**src/core/ictr_map.vh**
```
`ifndef ICTR_MAP_VH
`define ICTR_MAP_VH
// ============================================================
// Register offsets, relative to the distributor base.
`define ICTR_OFS_T36_39 16'h1824
`define ICTR_OFS_T40_43 16'h1828
`define ICTR_OFS_T44_47 16'h182C
`define ICTR_OFS_W      16
// ============================================================
// Field layout: four 2-bit fields, one per byte lane.
`define ICTR_FIELD_W    2
`define ICTR_LANE_W     8
`define ICTR_REG_W      32
`define ICTR_FLD_PER_REG 4
`define ICTR_NUM_REGS   3
`define ICTR_NUM_IRQ    12
`define ICTR_FIRST_IRQ  36
`define ICTR_RESET_VAL  32'h00000000
`define ICTR_FIELD_MASK 32'h03030303
// ============================================================
// Target field encodings.
`define ICTR_TGT_NONE   2'h0
`define ICTR_TGT_CORE0  2'h1
`define ICTR_TGT_CORE1  2'h2
`define ICTR_TGT_BOTH   2'h3
// ============================================================
// AHB-Lite encodings.
`define ICTR_HTRANS_NSEQ 2'h2
`define ICTR_HSIZE_WORD  3'h2
`define ICTR_HRESP_OKAY  1'h0
`endif

```
**src/core/ictr_target_regs.v**
```verilog
// Decided for this implementation: the AHB-Lite interface to the registers.
`include "ictr_map.vh"
`timescale 1ns/100ps
`default_nettype none

module ictr_target_regs
(
	input  wire        mclk,
	input  wire        reset_n,
	input  wire        hsel,
	input  wire [31:0] haddr,
	input  wire [1:0]  htrans,
	input  wire        hwrite,
	input  wire [2:0]  hsize,
	input  wire [31:0] hwdata,
	input  wire        hready,
	output reg  [31:0] hrdata,
	output wire        hreadyout,
	output wire        hresp,
	input  wire [11:0] irq_in,
	output reg  [11:0] irq_core0,
	output reg  [11:0] irq_core1
);

	// ============================================================
	// Register indices.
	localparam [1:0] IDX_T36_39 = 2'h0;
	localparam [1:0] IDX_T40_43 = 2'h1;
	localparam [1:0] IDX_T44_47 = 2'h2;
	localparam [1:0] IDX_NONE   = 2'h3;

	// ============================================================
	// Address phase decode.
	wire [`ICTR_OFS_W-1:0] ofs;
	wire                   xfer_ok;
	wire                   size_ok;
	wire                   wr_req;
	wire                   rd_req;
	reg                    hit;
	reg  [1:0]             idx;

	assign ofs     = haddr[`ICTR_OFS_W-1:0];
	assign xfer_ok = hsel & hready & (htrans == `ICTR_HTRANS_NSEQ);
	assign size_ok = (hsize == `ICTR_HSIZE_WORD);
	assign wr_req  = xfer_ok & hwrite & hit & size_ok;
	assign rd_req  = xfer_ok & ~hwrite;

	always @*
	begin
		hit = 1'h1;
		idx = IDX_NONE;
		case (ofs)
			`ICTR_OFS_T36_39:
			begin
				idx = IDX_T36_39;
			end
			`ICTR_OFS_T40_43:
			begin
				idx = IDX_T40_43;
			end
			`ICTR_OFS_T44_47:
			begin
				idx = IDX_T44_47;
			end
			default:
			begin
				hit = 1'h0;
				idx = IDX_NONE;
			end
		endcase
	end

	// The slave never stretches a transfer and never reports an error.
	assign hreadyout = 1'h1;
	assign hresp     = `ICTR_HRESP_OKAY;

	// ============================================================
	// Write data phase.
	// Writes to unmapped addresses or with a sub-word hsize are dropped silently, so a
	// byte store can never leave a field half written.
	reg         wr_pend_q;
	reg  [1:0]  wr_idx_q;
	wire [31:0] wr_data;

	assign wr_data = hwdata & `ICTR_FIELD_MASK;

	always @(posedge mclk or negedge reset_n)
	begin
		if (!reset_n)
		begin
			wr_pend_q <= 1'h0;
			wr_idx_q  <= IDX_NONE;
		end
		else
		begin
			wr_pend_q <= wr_req;
			wr_idx_q  <= idx;
		end
	end

	// ============================================================
	// Target storage, one word per register.
	wire [`ICTR_NUM_REGS-1:0]             wr_en;
	wire [`ICTR_REG_W*`ICTR_NUM_REGS-1:0] tgt_flat;

	genvar r;
	generate
		for (r = 0; r < `ICTR_NUM_REGS; r = r + 1)
		begin : g_reg
			reg [`ICTR_REG_W-1:0] word_q;

			assign wr_en[r] = wr_pend_q & ({30'h00000000, wr_idx_q} == r);

			always @(posedge mclk or negedge reset_n)
			begin
				if (!reset_n)
				begin
					word_q <= `ICTR_RESET_VAL;
				end
				else if (wr_en[r])
				begin
					word_q <= wr_data;
				end
			end

			assign tgt_flat[r*`ICTR_REG_W +: `ICTR_REG_W] = word_q;
		end
	endgenerate

	// ============================================================
	// Read path.
	// A read right after a write to the same word sees the new value through the
	// forwarded wr_data, since the write lands only at the end of its data phase.
	reg [31:0] rd_word;

	always @*
	begin
		rd_word = 32'h00000000;
		case (idx)
			IDX_T36_39:
			begin
				rd_word = tgt_flat[31:0];
			end
			IDX_T40_43:
			begin
				rd_word = tgt_flat[63:32];
			end
			IDX_T44_47:
			begin
				rd_word = tgt_flat[95:64];
			end
			default:
			begin
				rd_word = 32'h00000000;
			end
		endcase
		if (wr_pend_q && hit && (wr_idx_q == idx))
		begin
			rd_word = wr_data;
		end
	end

	// Read data is registered at the address phase, so it stands in the data phase.
	always @(posedge mclk or negedge reset_n)
	begin
		if (!reset_n)
		begin
			hrdata <= 32'h00000000;
		end
		else if (rd_req)
		begin
			hrdata <= rd_word;
		end
	end

	// ============================================================
	// Routing of each interrupt to its selected cores.
	wire [`ICTR_NUM_IRQ-1:0] core0_d;
	wire [`ICTR_NUM_IRQ-1:0] core1_d;

	genvar g;
	generate
		for (g = 0; g < `ICTR_NUM_IRQ; g = g + 1)
		begin : g_route
			wire [1:0] fld;
			reg        sel0;
			reg        sel1;

			assign fld = tgt_flat[(g / `ICTR_FLD_PER_REG) * `ICTR_REG_W
				+ (g % `ICTR_FLD_PER_REG) * `ICTR_LANE_W +: `ICTR_FIELD_W];

			always @*
			begin
				sel0 = 1'h0;
				sel1 = 1'h0;
				case (fld)
					`ICTR_TGT_NONE:
					begin
						sel0 = 1'h0;
						sel1 = 1'h0;
					end
					`ICTR_TGT_CORE0:
					begin
						sel0 = 1'h1;
						sel1 = 1'h0;
					end
					`ICTR_TGT_CORE1:
					begin
						sel0 = 1'h0;
						sel1 = 1'h1;
					end
					`ICTR_TGT_BOTH:
					begin
						sel0 = 1'h1;
						sel1 = 1'h1;
					end
					default:
					begin
						sel0 = 1'h0;
						sel1 = 1'h0;
					end
				endcase
			end

			assign core0_d[g] = irq_in[g] & sel0;
			assign core1_d[g] = irq_in[g] & sel1;
		end
	endgenerate

	// Registered outputs keep the routed levels glitch free toward the cores.
	always @(posedge mclk or negedge reset_n)
	begin
		if (!reset_n)
		begin
			irq_core0 <= 12'h000;
			irq_core1 <= 12'h000;
		end
		else
		begin
			irq_core0 <= core0_d;
			irq_core1 <= core1_d;
		end
	end

endmodule // ictr_target_regs

`default_nettype wire

```
**config.mk**
```make
export PLATFORM = sky130hd
export DESIGN_NAME = ictr_target_regs
export DESIGN_NICKNAME = d
export VERILOG_FILES = /design/src/core/ictr_target_regs.v
export VERILOG_INCLUDE_DIRS = /design/src /design/src/core
export SDC_FILE = /design/constraint.sdc
export NUM_CORES = 1
export LEC_CHECK = 0
export BUFFER_PORTS_ARGS = -buffer_cell sky130_fd_sc_hd__buf_2
export CAP_MARGIN = 10
export CORE_ASPECT_RATIO = 0.7
export CORE_UTILIZATION = 44
export CTS_CLUSTER_DIAMETER = 100
export DETAILED_ROUTE_END_ITERATION = 10
export GPL_TIMING_DRIVEN = 0
export PLACE_DENSITY = 0.84
export REMOVE_ABC_BUFFERS = 1
export SYNTH_ARGS = -nofsm -noshare
export SYNTH_HDL_FRONTEND = slang
export SYNTH_SLANG_ARGS = --single-unit
```
**constraint.sdc**
```tcl
create_clock -name mclk -period 1.9 [get_ports mclk]
set_input_delay 0.38 -clock mclk [delete_from_list [all_inputs] [get_ports mclk]]
set_output_delay 0.38 -clock mclk [all_outputs]
set_load 0.005 [all_outputs]
```
======== After elaboration in Yosys (flattened, before gate mapping) ========
Cells that the tools add are included.
Widths: inputs -> output; s select.
storage, ports and cells
  bits in registers ....................... 83
  bits in latches ......................... 0
  bits in writable memories ............... 0
  ROM bits ................................ 0
  input port bits ......................... 86
  output and inout port bits .............. 58
  word-level logic and storage cells ...... 181
  memories kept ........................... 0
operators by class
  add/sub/neg operators ................... 0
  $mul .................................... 0
  divide/modulo/power cells ............... 0
  order comparisons ....................... 0
  equality and inequality tests ........... 46
  shift operators ......................... 0
  multiplexer cells ....................... 28
  bitwise gates (word level) .............. 34
  reduce and logical (&&, ||, !) cells .... 65
operators with widths
  kind                  number
  $reduce_or 2->1       48
  $pmux 26 s3           1
  $eq 2x2->1 const B    27
  $eq 16x13->1 const B  3
  $pmux 1 s2            24
  $and 1x1->1           33
  $mux 32               1
  $eq 2x1->1 const B    14
  $logic_not 2->1       14
  $pmux 2 s3            1
  $eq 3x2->1 const B    1
  $reduce_or 3->1       1
  $eq 2x2->1            1
  $logic_and 1x1->1     2
  $mux 1                1
  $not 1->1             1

======== Longest topological paths before layout ========
Gate-level depths: netlist (run 1).
  word-level depth ........................ 6
  mapped depth ............................ 6
  gate-level depth less buffers ........... 4

======== Least setup slack after synthesis (run 1) ========
OpenSTA, ideal clock, no wires.
  path type ............................... reg2reg
  start point ............................. reg wr_idx_q[0]
  end point ............................... reg hrdata[0]
  setup time .............................. 0.127 ns
  data arrival time ....................... 1.369 ns
  data required time ...................... 1.773 ns
  slack ................................... 0.405 ns
  cell stages (with the launch flop) ...... 6
  path buffers ............................ 1
  clock period less this slack ............ 1.495 ns
  cell sequence ........................... dfstp_2 -> and4b_1 -> o31a_1 -> buf_6 -> mux2i_1 -> o21ai_1
between the ends
  longest elaborated chain between the ends .. 3
ends and longest elaborated chain
  item                    line                    text
  from (decl)             ictr_target_regs.v:82   reg [1:0] wr_idx_q;
  from (signal assigned)  ictr_target_regs.v:97   wr_idx_q <= idx;
  $eq 2x2->1              ictr_target_regs.v:157  if (wr_pend_q && hit && (wr_idx_q == idx))
  $logic_and 1x1->1       ictr_target_regs.v:157
  $mux 32                 ictr_target_regs.v:157
  to (signal assigned)    ictr_target_regs.v:172  hrdata <= rd_word;
  to (decl)               ictr_target_regs.v:17   output reg [31:0] hrdata,
Every way passes these cells.
A chain may end at the register's enable or synchronous reset.

======== Worst setup path in the final report (run 1) ========
  start point ............................. reg wr_idx_q[0]
  end point ............................... reg hrdata[8]
The elaborated chain is that of the path after synthesis.

==> impl_metrics.json, run 1 <==
{
  "ys_types": 28,
  "rows": 23,
  "synth_cells": 212,
  "htreeDepth": 3,
  "power_density_nw_per_um2": 824,
  "antennaDiodeCount": 0,
  "coreArea_sq_um": 5730,
  "period_needed_ns": 1.72,
  "place.gp.congestion": 0.743,
  "final_cells": 372,
  "post-route-util_pct": 55.1,
  "port_buffers": 77,
  "p_leak_nw": 1.61,
  "start_kind": "flip-flop",
  "multiInputGateArea_sq_um": 998,
  "die_h_um": 66.5,
  "grt.total_usage_pct": 18.0,
  "rsz0062_at_grt": "false",
  "timing.hold.ws_ns": 0.113,
  "wire_per_inst_um": 13.8,
  "routed-via-count": 1774,
  "ys_seq_area_share_pct": 56.5,
  "routed_wl_um": 5130,
  "drtPass1Iterations": 4,
  "end_kind": "flip-flop",
  "yosysWarningCount": 0,
  "cts_setup_buffers": 0,
  "viasPerCell": 4.77,
  "hold_violations": 0,
  "dr.first_iter.drc_count": 95,
  "skew_ns": 0.00325,
  "seqCellArea_sq_um": 1480,
  "antenna_found_initial": 0,
  "chipWidth_um": 94.2,
  "avgSynthCellArea_sq_um": 12.4,
  "vdd_drop_max_mv": 0.395,
  "drcViolationCount": 0,
  "setup_viol": 0,
  "synth_area_sq_um": 2620,
  "run_status": "finished clean",
  "cts_buffer_depth": 2,
  "crit_path_start": "wr_idx_q[0]",
  "place_inst": 356,
  "grt_max_degree": 60,
  "fmax_ghz": 0.580,
  "ios": 144,
  "synth.area.top_cells": "dfrtp_1 (54%), mux2_2 (10%), buf_4 (7.5%)",
  "period_share_pct": 90.7,
  "drive_gt1_share_pct": 41.4,
  "cts_tree": "built",
  "hp-class": "primary input to async pin",
  "cts_root_buf": "clkbuf_8",
  "cts.sink_count": 59,
  "finalNetCount": 378,
  "nFillCells": 521,
  "insertion_delay_ns": 0.33,
  "synth-seq-cells": 59,
  "slew_headroom_pct": 48.6,
  "dieArea_sq_um": 6270,
  "area_growth_pct": 20.5,
  "start_util_pct": 45.7,
  "cts_buffers": 9,
  "synth.largest_area_cell": "dfrtp_1",
  "grt_overflow_total": 0,
  "slew_viol_final": 0,
  "grt_pass1_vias": 1721,
  "cp_max_fo": 8,
  "cts.clk_slew.worst_paths_ns": 0.06,
  "worstMarginPinSlew_ns": 0.767,
  "r2r_cells": 4,
  "reg2reg_from": "wr_idx_q[0]",
  "drv_cap": 0,
  "grt_pass1_wl_um": 8050,
  "ant_nets": 0,
  "required_ns": 2.11,
  "synth_top_area_share_pct": 54.5,
  "arrival_ns": 1.93,
  "dp_hpwl_um": 3460,
  "critPathKind": "flip-flop to flip-flop"
}
[power by group]
group / total, mW / internal [mW] / switching, mW
sequential: 1.31 / 1.29 / 0.0163
clock: 1.10 / 0.628 / 0.471
combinational: 0.193 / 0.0875 / 0.105
total: 2.60 / 2.01 / 0.592
[critical path: stages, from the launching register on]
cell      delay [ns]
dfstp_2         0.58
nor4bb_1        0.30
o31a_2          0.38
mux2i_1         0.25
o21ai_1         0.07
[state kept, by name (all words and copies together) (netlist names)]
register / flops
g.word_q: 24
hrdata: 8
irq_core0: 12
irq_core1: 12
wr_idx_q: 2
wr_pend_q: 1
[path summary, 6_finish.rpt]
path | end | slack [ns]
setup reg to reg | hrdata[8] | 0.18
setup / recovery | hrdata[8] | 0.18
min in group mclk | irq_core1[6] | 0.27
hold reg to reg | hrdata[8] | 0.50
hold / removal | irq_core1[3] | 0.11
max in group asynchronous | hrdata[8] | 1.30
[final cells by class]
cell class                 instances  share of cell area (%)
multi-input combinational        144                    31.6
clock inverter                     6                    1.74
timing repair buffer              77                    12.3
inverter                           1                   0.119
clock buffer                      10                    4.36
sequential                        59                    46.9
tap                               75                    2.97
[per-layer routing]
metal | part of all wire, % | vias up | GRT usage, % | wire length (um)
met1 | 46 | 858 | 21.8 | 2360
met2 | 46 | 70 | 29.0 | 2360
li1 | - | 840 | - | -
met3 | 7.2 | 6 | 7.65 | 371
met4 | 0.86 | 0 | 5.77 | 44
met5 | 0 | - | 0 | 0
[repair_timing]
item / 4_1_cts / 5_1_grt
hold buffers: 0 / 0
endpoints found under the setup margin: 2 / 0
gates resized for setup: 1 / 0
[synthesized netlist by cell type]
| library cell | n |
|---|---|
| nor4b_2 | 1 |
| and2_1 | 24 |
| buf_1 | 2 |
| mux2i_1 | 16 |
| conb_1 | 2 |
| nand2_1 | 11 |
| and4_1 | 1 |
| o21ai_1 | 8 |
| nand4b_1 | 1 |
| nor3_1 | 1 |
| nor2_1 | 2 |
| buf_4 | 26 |
| o21ai_0 | 1 |
| nor4bb_1 | 2 |
| buf_2 | 3 |
| xor2_1 | 1 |
| dfrtp_1 | 57 |
| nor4b_1 | 3 |
| dfstp_2 | 2 |
| and4b_1 | 1 |
| buf_6 | 1 |
| mux2_2 | 24 |
| nor3b_2 | 1 |
| or2_2 | 1 |
| a21oi_1 | 16 |
| nand3b_1 | 2 |
| inv_1 | 1 |
| o31a_1 | 1 |
[metrics by stage]
stage,worst slack (ns),cell area [sq um],setup TNS [ns],power (mW)
global route,0.0936,3160,0,2.71
detailed placement,-0.246,2960,-1.76,1.52
floorplan,0.285,2480,0,1.40
finish,0.176,3160,0,2.60
global placement,-0.221,2960,-1.64,1.52
CTS,0.198,3150,0,2.63
[cells in the final DEF (no fill, tap or decap), drive strengths merged]
master / n
a21oi: 16
and2: 24
and4: 1
and4b: 1
buf: 77
bufinv: 1
clkbuf: 10
clkinv: 5
conb: 26
dfrtp: 57
dfstp: 2
inv: 1
mux2: 24
mux2i: 16
nand2: 11
nand3b: 2
nand4b: 1
nor2: 2
nor3: 1
nor3b: 1
nor4b: 4
nor4bb: 2
o21ai: 9
o31a: 1
or2: 1
xor2: 1
[kinds of logic after synthesis]
family | Yosys count | synth area share, %
flip-flops | 59 | 56.5
AO/OA/AOI/OAI | 26 | 5.11
XOR/XNOR | 1 | 0.335
other | 2 | 0.287
AND/OR/NAND/NOR | 51 | 12.5
buffers and inverters | 33 | 8.89
multiplexers | 40 | 16.4
(Power assumes the default switching activity.)
==> run 2, diff against run 1 <==
Settings changed: CELL_PAD_IN_SITES_DETAIL_PLACEMENT from default to 1, CELL_PAD_IN_SITES_GLOBAL_PLACEMENT from default to 2, CORE_UTILIZATION 44 to 26, SKIP_LAST_GASP from default to 1.
==> run 2 against run 1 <==
Effect of this change: via count increased by 0.73%; wire length is 24% higher; sequential share of layout area fell by 2.3 points; power increased by 15%; final cell count increased by 15%; global-route usage down 5.1 points; clock skew rose by 0.0025 ns; clock-buffer cell count rose by 4; setup slack improved by 0.017 ns; non-clock buffer count increased by 1; critical path depth stayed put; largest power group is now the clock network.
==> impl_metrics.json, run 2 (same netlist as run 1, synthesis figures left out) <==
{
  "run_status": "finished clean",
  "mostFrequentLayoutCell": "buf_2",
  "cts_setup_buffers": 0,
  "grt_pass1_vias": 1915,
  "die_h_um": 86.0,
  "skew_ns": 0.00580,
  "post-route-util_pct": 34.2,
  "wire_per_inst_um": 14.9,
  "fmax_ghz": 0.586,
  "dr.first_iter.drc_count": 71,
  "largest_reg_flops": 24,
  "cts.sink_count": 59,
  "met3_usage_pct": 3.66,
  "drive_gt1_share_pct": 40.6,
  "power_density_nw_per_um2": 897,
  "switching_share_pct": 21.7,
  "period_needed_ns": 1.71,
  "ios": 144,
  "worstMarginPinSlew_ns": 0.835,
  "port_buffers": 77,
  "gr-usage-met2_pct": 20.5,
  "seqPwrFrac_pct": 44.0,
  "finalNetCount": 379,
  "slew_viol_final": 0,
  "cts_buffers": 9,
  "p_int_mw": 2.33,
  "cp_max_fo": 8,
  "dp_hpwl_um": 4660,
  "top_register": "g.word_q",
  "viasPerCell": 4.19,
  "cts.clk_slew.worst_paths_ns": 0.05,
  "met1_usage_pct": 16.5,
  "drcViolationCount": 0,
  "place_inst": 410,
  "insertion_delay_ns": 0.31,
  "antenna_found_initial": 0,
  "vdd_drop_max_mv": 0.405,
  "fin_area_sq_um": 3320,
  "rsz0062_at_grt": "false",
  "slew_headroom_pct": 44.1,
  "antennaDiodeCount": 0,
  "p_leak_nw": 1.65,
  "period_share_pct": 89.8,
  "clkPwrFrac_pct": 49.2,
  "chipWidth_um": 122,
  "final_cells": 426,
  "arrival_ns": 1.90,
  "dpl_cell_area_sq_um": 3050,
  "cts_tree": "built",
  "grt_overflow_total": 0,
  "drv_cap": 0,
  "hold_violations": 0,
  "layout_common_cells": "buf_2 (77), dfrtp_1 (57), conb_1 (26)",
  "reg2reg_from": "wr_idx_q[0]",
  "crit_path_cell_trace": "nor4bb_1 -> o31a_2 -> mux2i_1 -> o21ai_1",
  "finalPower_mw": 2.98,
  "rows": 30,
  "start_util_pct": 26.9,
  "dp_slack_ns": -0.357,
  "critPathSlowestCell": "dfstp_2",
  "area_growth_pct": 26.8,
  "required_ns": 2.09,
  "cts_root_buf": "clkbuf_16",
  "grt_max_degree": 32,
  "ant_nets": 0,
  "fin_ws_ns": 0.194,
  "htreeDepth": 3,
  "hp-class": "primary input to async pin",
  "routed-via-count": 1787,
  "routed_wl_um": 6350,
  "finalSetupTns_ns": 0,
  "p_switching_mw": 0.645,
  "grt.total_usage_pct": 12.9,
  "busiest_layer": "met2",
  "largestRegisters": "g.word_q: 24 flops, irq_core0: 12 flops, irq_core1: 12 flops",
  "place.gp.congestion": 0.669,
  "coreArea_sq_um": 9720,
  "timing.hold.ws_ns": 0.117,
  "setup_viol": 0,
  "grt_pass1_wl_um": 9960,
  "max_stage_delay_ns": 0.58,
  "start_kind": "flip-flop",
  "reg2reg_to": "hrdata[0]",
  "critPathKind": "flip-flop to flip-flop",
  "r2r_cells": 4,
  "cts_buffer_depth": 2,
  "drtPass1Iterations": 3,
  "dieArea_sq_um": 10500,
  "r2r_setup_slack_ns": 0.19,
  "combPwrFrac_pct": 6.8,
  "end_kind": "flip-flop"
}
[run 2: area by class of cell]
class | count | area, sq um
sequential | 59 | 1480
tap | 128 | 160
clock inverter | 2 | 10.0
fill | 1091 | 6400
multi-input combinational | 144 | 998
inverter | 1 | 3.75
clock buffer | 14 | 264
timing repair buffer | 78 | 405
[run 2: critical path: cells and delay by family, from the launching register on]
kind            cells  cell delay [ns]
mux                 1             0.26
compound gates      2             0.46
simple gates        1             0.29
flops               1             0.58
[run 2: power by group through the flow]
stage	combinational, mW	clock [mW]	sequential [mW]
global placement	0.192	0	1.33
finish	0.202	1.47	1.31
detailed placement	0.205	0	1.33
CTS	0.206	1.51	1.31
floorplan	0.0714	0	1.33
global route	0.231	1.57	1.31
[run 2: worst max path at each step]
stage | startpoint | to | slack [ns] | depth (start not counted)
CTS | wr_idx_q[0] | hrdata[24] | 0.16 | 4
global placement | haddr[2] | hrdata[24] | -0.32 | 5
finish | wr_idx_q[0] | hrdata[0] | 0.19 | 4
floorplan | wr_idx_q[0] | hrdata[0] | 0.29 | 4
global route | wr_idx_q[0] | hrdata[24] | 0.04 | 4
detailed placement | haddr[2] | hrdata[0] | -0.36 | 5
[run 2: routing by layer]
layer	wire (um)	vias to the layer above	part of all wire [%]
li1	-	838	-
met1	2880	880	45
met2	3060	63	48
met3	358	6	5.6
met4	48	0	0.76
met5	0	-	0
[run 2: what timing repair did]
item / in CTS / in global routing
gates resized for setup: 1 / 0
endpoints found under the setup margin: 8 / 0
hold buffers: 0 / 0
==> run 3, diff against run 2 <==
--- a/config.mk
+++ b/config.mk
@@ -13,2 +13,3 @@
 export CORE_ASPECT_RATIO = 0.7
+export CORE_MARGIN = 2
 export CORE_UTILIZATION = 26
==> constraint.sdc (replaced) <==
create_clock -name mclk -period 1.9 [get_ports mclk]
set_input_delay 0.19 -clock mclk [delete_from_list [all_inputs] [get_ports mclk]]
set_output_delay 0.19 -clock mclk [all_outputs]
set_load 0.005 [all_outputs]
==> run 3 against run 2 <==
Effect of this change: fmax shrank 2.6%; first-iteration DRC count shrank 9.9%; setup slack lost 0.045 ns; worst hold slack lost 0.014 ns; largest power group unchanged; highest routed layer unchanged.
==> impl_metrics.json, run 3 (same netlist as run 1, synthesis figures left out) <==
{
  "run_status": "finished clean",
  "rsz0062_at_grt": "false",
  "finalPower_mw": 2.97,
  "start_kind": "flip-flop",
  "cp.depth": 4,
  "top_register": "g.word_q",
  "crit_path_cell_trace": "nor4bb_1 -> o31a_2 -> mux2i_1 -> o21ai_1",
  "chipWidth_um": 124,
  "vdd_drop_max_mv": 0.556,
  "skew_ns": 0.00710,
  "drtPass1Iterations": 4,
  "die_h_um": 88.0,
  "layout_common_cells": "buf_2 (77), dfrtp_1 (57), conb_1 (26)",
  "dieArea_sq_um": 10900,
  "dpl_cell_area_sq_um": 3050,
  "critPathKind": "flip-flop to flip-flop",
  "drv_cap": 0,
  "fin_area_sq_um": 3330,
  "antenna_found_initial": 0,
  "rows": 30,
  "port_buffers": 77,
  "cts_tree": "built",
  "cts_root_buf": "clkbuf_16",
  "start_util_pct": 26.8,
  "finalSetupTns_ns": 0,
  "power_density_nw_per_um2": 891,
  "critPathSlowestCell": "dfstp_2",
  "antennaDiodeCount": 0,
  "required_ns": 2.08,
  "end_kind": "flip-flop",
  "hp-class": "primary input to flip-flop",
  "gr-usage-met2_pct": 18.6,
  "coreArea_sq_um": 9760,
  "grt_pass1_vias": 1815,
  "max_stage_delay_ns": 0.57,
  "fmax_ghz": 0.571,
  "cts.clk_slew.worst_paths_ns": 0.05,
  "largest_reg_flops": 24,
  "dp_hpwl_um": 4510,
  "arrival_ns": 1.93,
  "slew_viol_final": 0,
  "area_growth_pct": 27.2,
  "cts.sink_count": 59,
  "cts_buffer_depth": 2,
  "met3_usage_pct": 4.30,
  "grt_pass1_wl_um": 9430,
  "setup_viol": 0,
  "hold_violations": 0,
  "cts_buffers": 9,
  "insertion_delay_ns": 0.31,
  "slew_headroom_pct": 45.5,
  "period_share_pct": 92.2,
  "finalNetCount": 380,
  "drcViolationCount": 0,
  "cts_setup_buffers": 0,
  "htreeDepth": 3,
  "min_delay_path_depth": 2,
  "cp_max_fo": 8,
  "viasPerCell": 4.19,
  "period_needed_ns": 1.75,
  "dr.first_iter.drc_count": 64,
  "routed_wl_um": 6190,
  "drive_gt1_share_pct": 40.8,
  "p_leak_nw": 1.66,
  "r2r_cells": 4,
  "routed-via-count": 1787,
  "final_cells": 427,
  "ios": 144,
  "place.gp.congestion": 0.700,
  "mostFrequentLayoutCell": "buf_2",
  "grt_overflow_total": 0,
  "busiest_layer": "met2",
  "path_delay_family": "flip-flops",
  "grt_max_degree": 33,
  "ant_nets": 0,
  "met1_usage_pct": 15.0,
  "largestRegisters": "g.word_q: 24 flops, irq_core0: 12 flops, irq_core1: 12 flops",
  "wire_per_inst_um": 14.5,
  "timing.hold.ws_ns": 0.103,
  "worstMarginPinSlew_ns": 0.813,
  "path_buf_inv": 0,
  "place_inst": 410,
  "grt.total_usage_pct": 11.6
}
==> run 3: changes by cell type in the layout (fill, tap and decap cells not counted) <==
cell / delta
dlygate4sd3_1: +1
clkinv_2: +1
clkbuf_1: -1
==> run 3: power breakdown <==
part | switching [mW] | internal [mW] | total (mW)
Combinational | 0.108 | 0.0924 | 0.201
Sequential | 0.0168 | 1.29 | 1.31
Clock | 0.514 | 0.945 | 1.46
Total | 0.639 | 2.33 | 2.97
==> run 3: repair_timing <==
item | in CTS | in global routing
hold buffers | 1 | 0
hold endpoints to repair | 27 | 0
setup endpoints to repair | 8 | 0
gates resized for setup | 1 | 0
==> run 3: worst paths after layout <==
check                                 start      endpoint  slack, ns
worst max-delay path            wr_idx_q[0]     hrdata[9]       0.15
min in group asynchronous           reset_n  irq_core0[6]       0.45
max in group asynchronous           reset_n   wr_idx_q[1]       0.78
worst min-delay path              irq_in[5]  irq_core0[5]       0.10
worst min register to register    hrdata[0]     hrdata[0]       0.49
worst max register to register  wr_idx_q[0]     hrdata[9]       0.15
==> run 3: layout make-up <==
cell class	instances	area [sq um]
timing repair buffer	79	415
clock inverter	3	15.0
sequential	59	1480
tap	128	160
clock buffer	13	260
multi-input combinational	144	998
inverter	1	3.75
fill	1101	6430
==> run 3: per-stage QoR <==
stage	util [%]	setup WS (ns)
after detailed placement	31.2	-0.146
after global placement	31.0	-0.120
after floorplan	-	0.285
after global routing	34.1	0.0685
after CTS	34.1	0.156
final	34.1	0.148
==> run 3: metal layers <==
| layer | vias to the layer above | part of all wire (%) | wire, um |
|---|---|---|---|
| met5 | - | 0 | 0 |
| met4 | 0 | 0.37 | 23 |
| met3 | 4 | 7.4 | 458 |
| met2 | 67 | 48 | 2950 |
| met1 | 878 | 45 | 2760 |
| li1 | 838 | - | - |
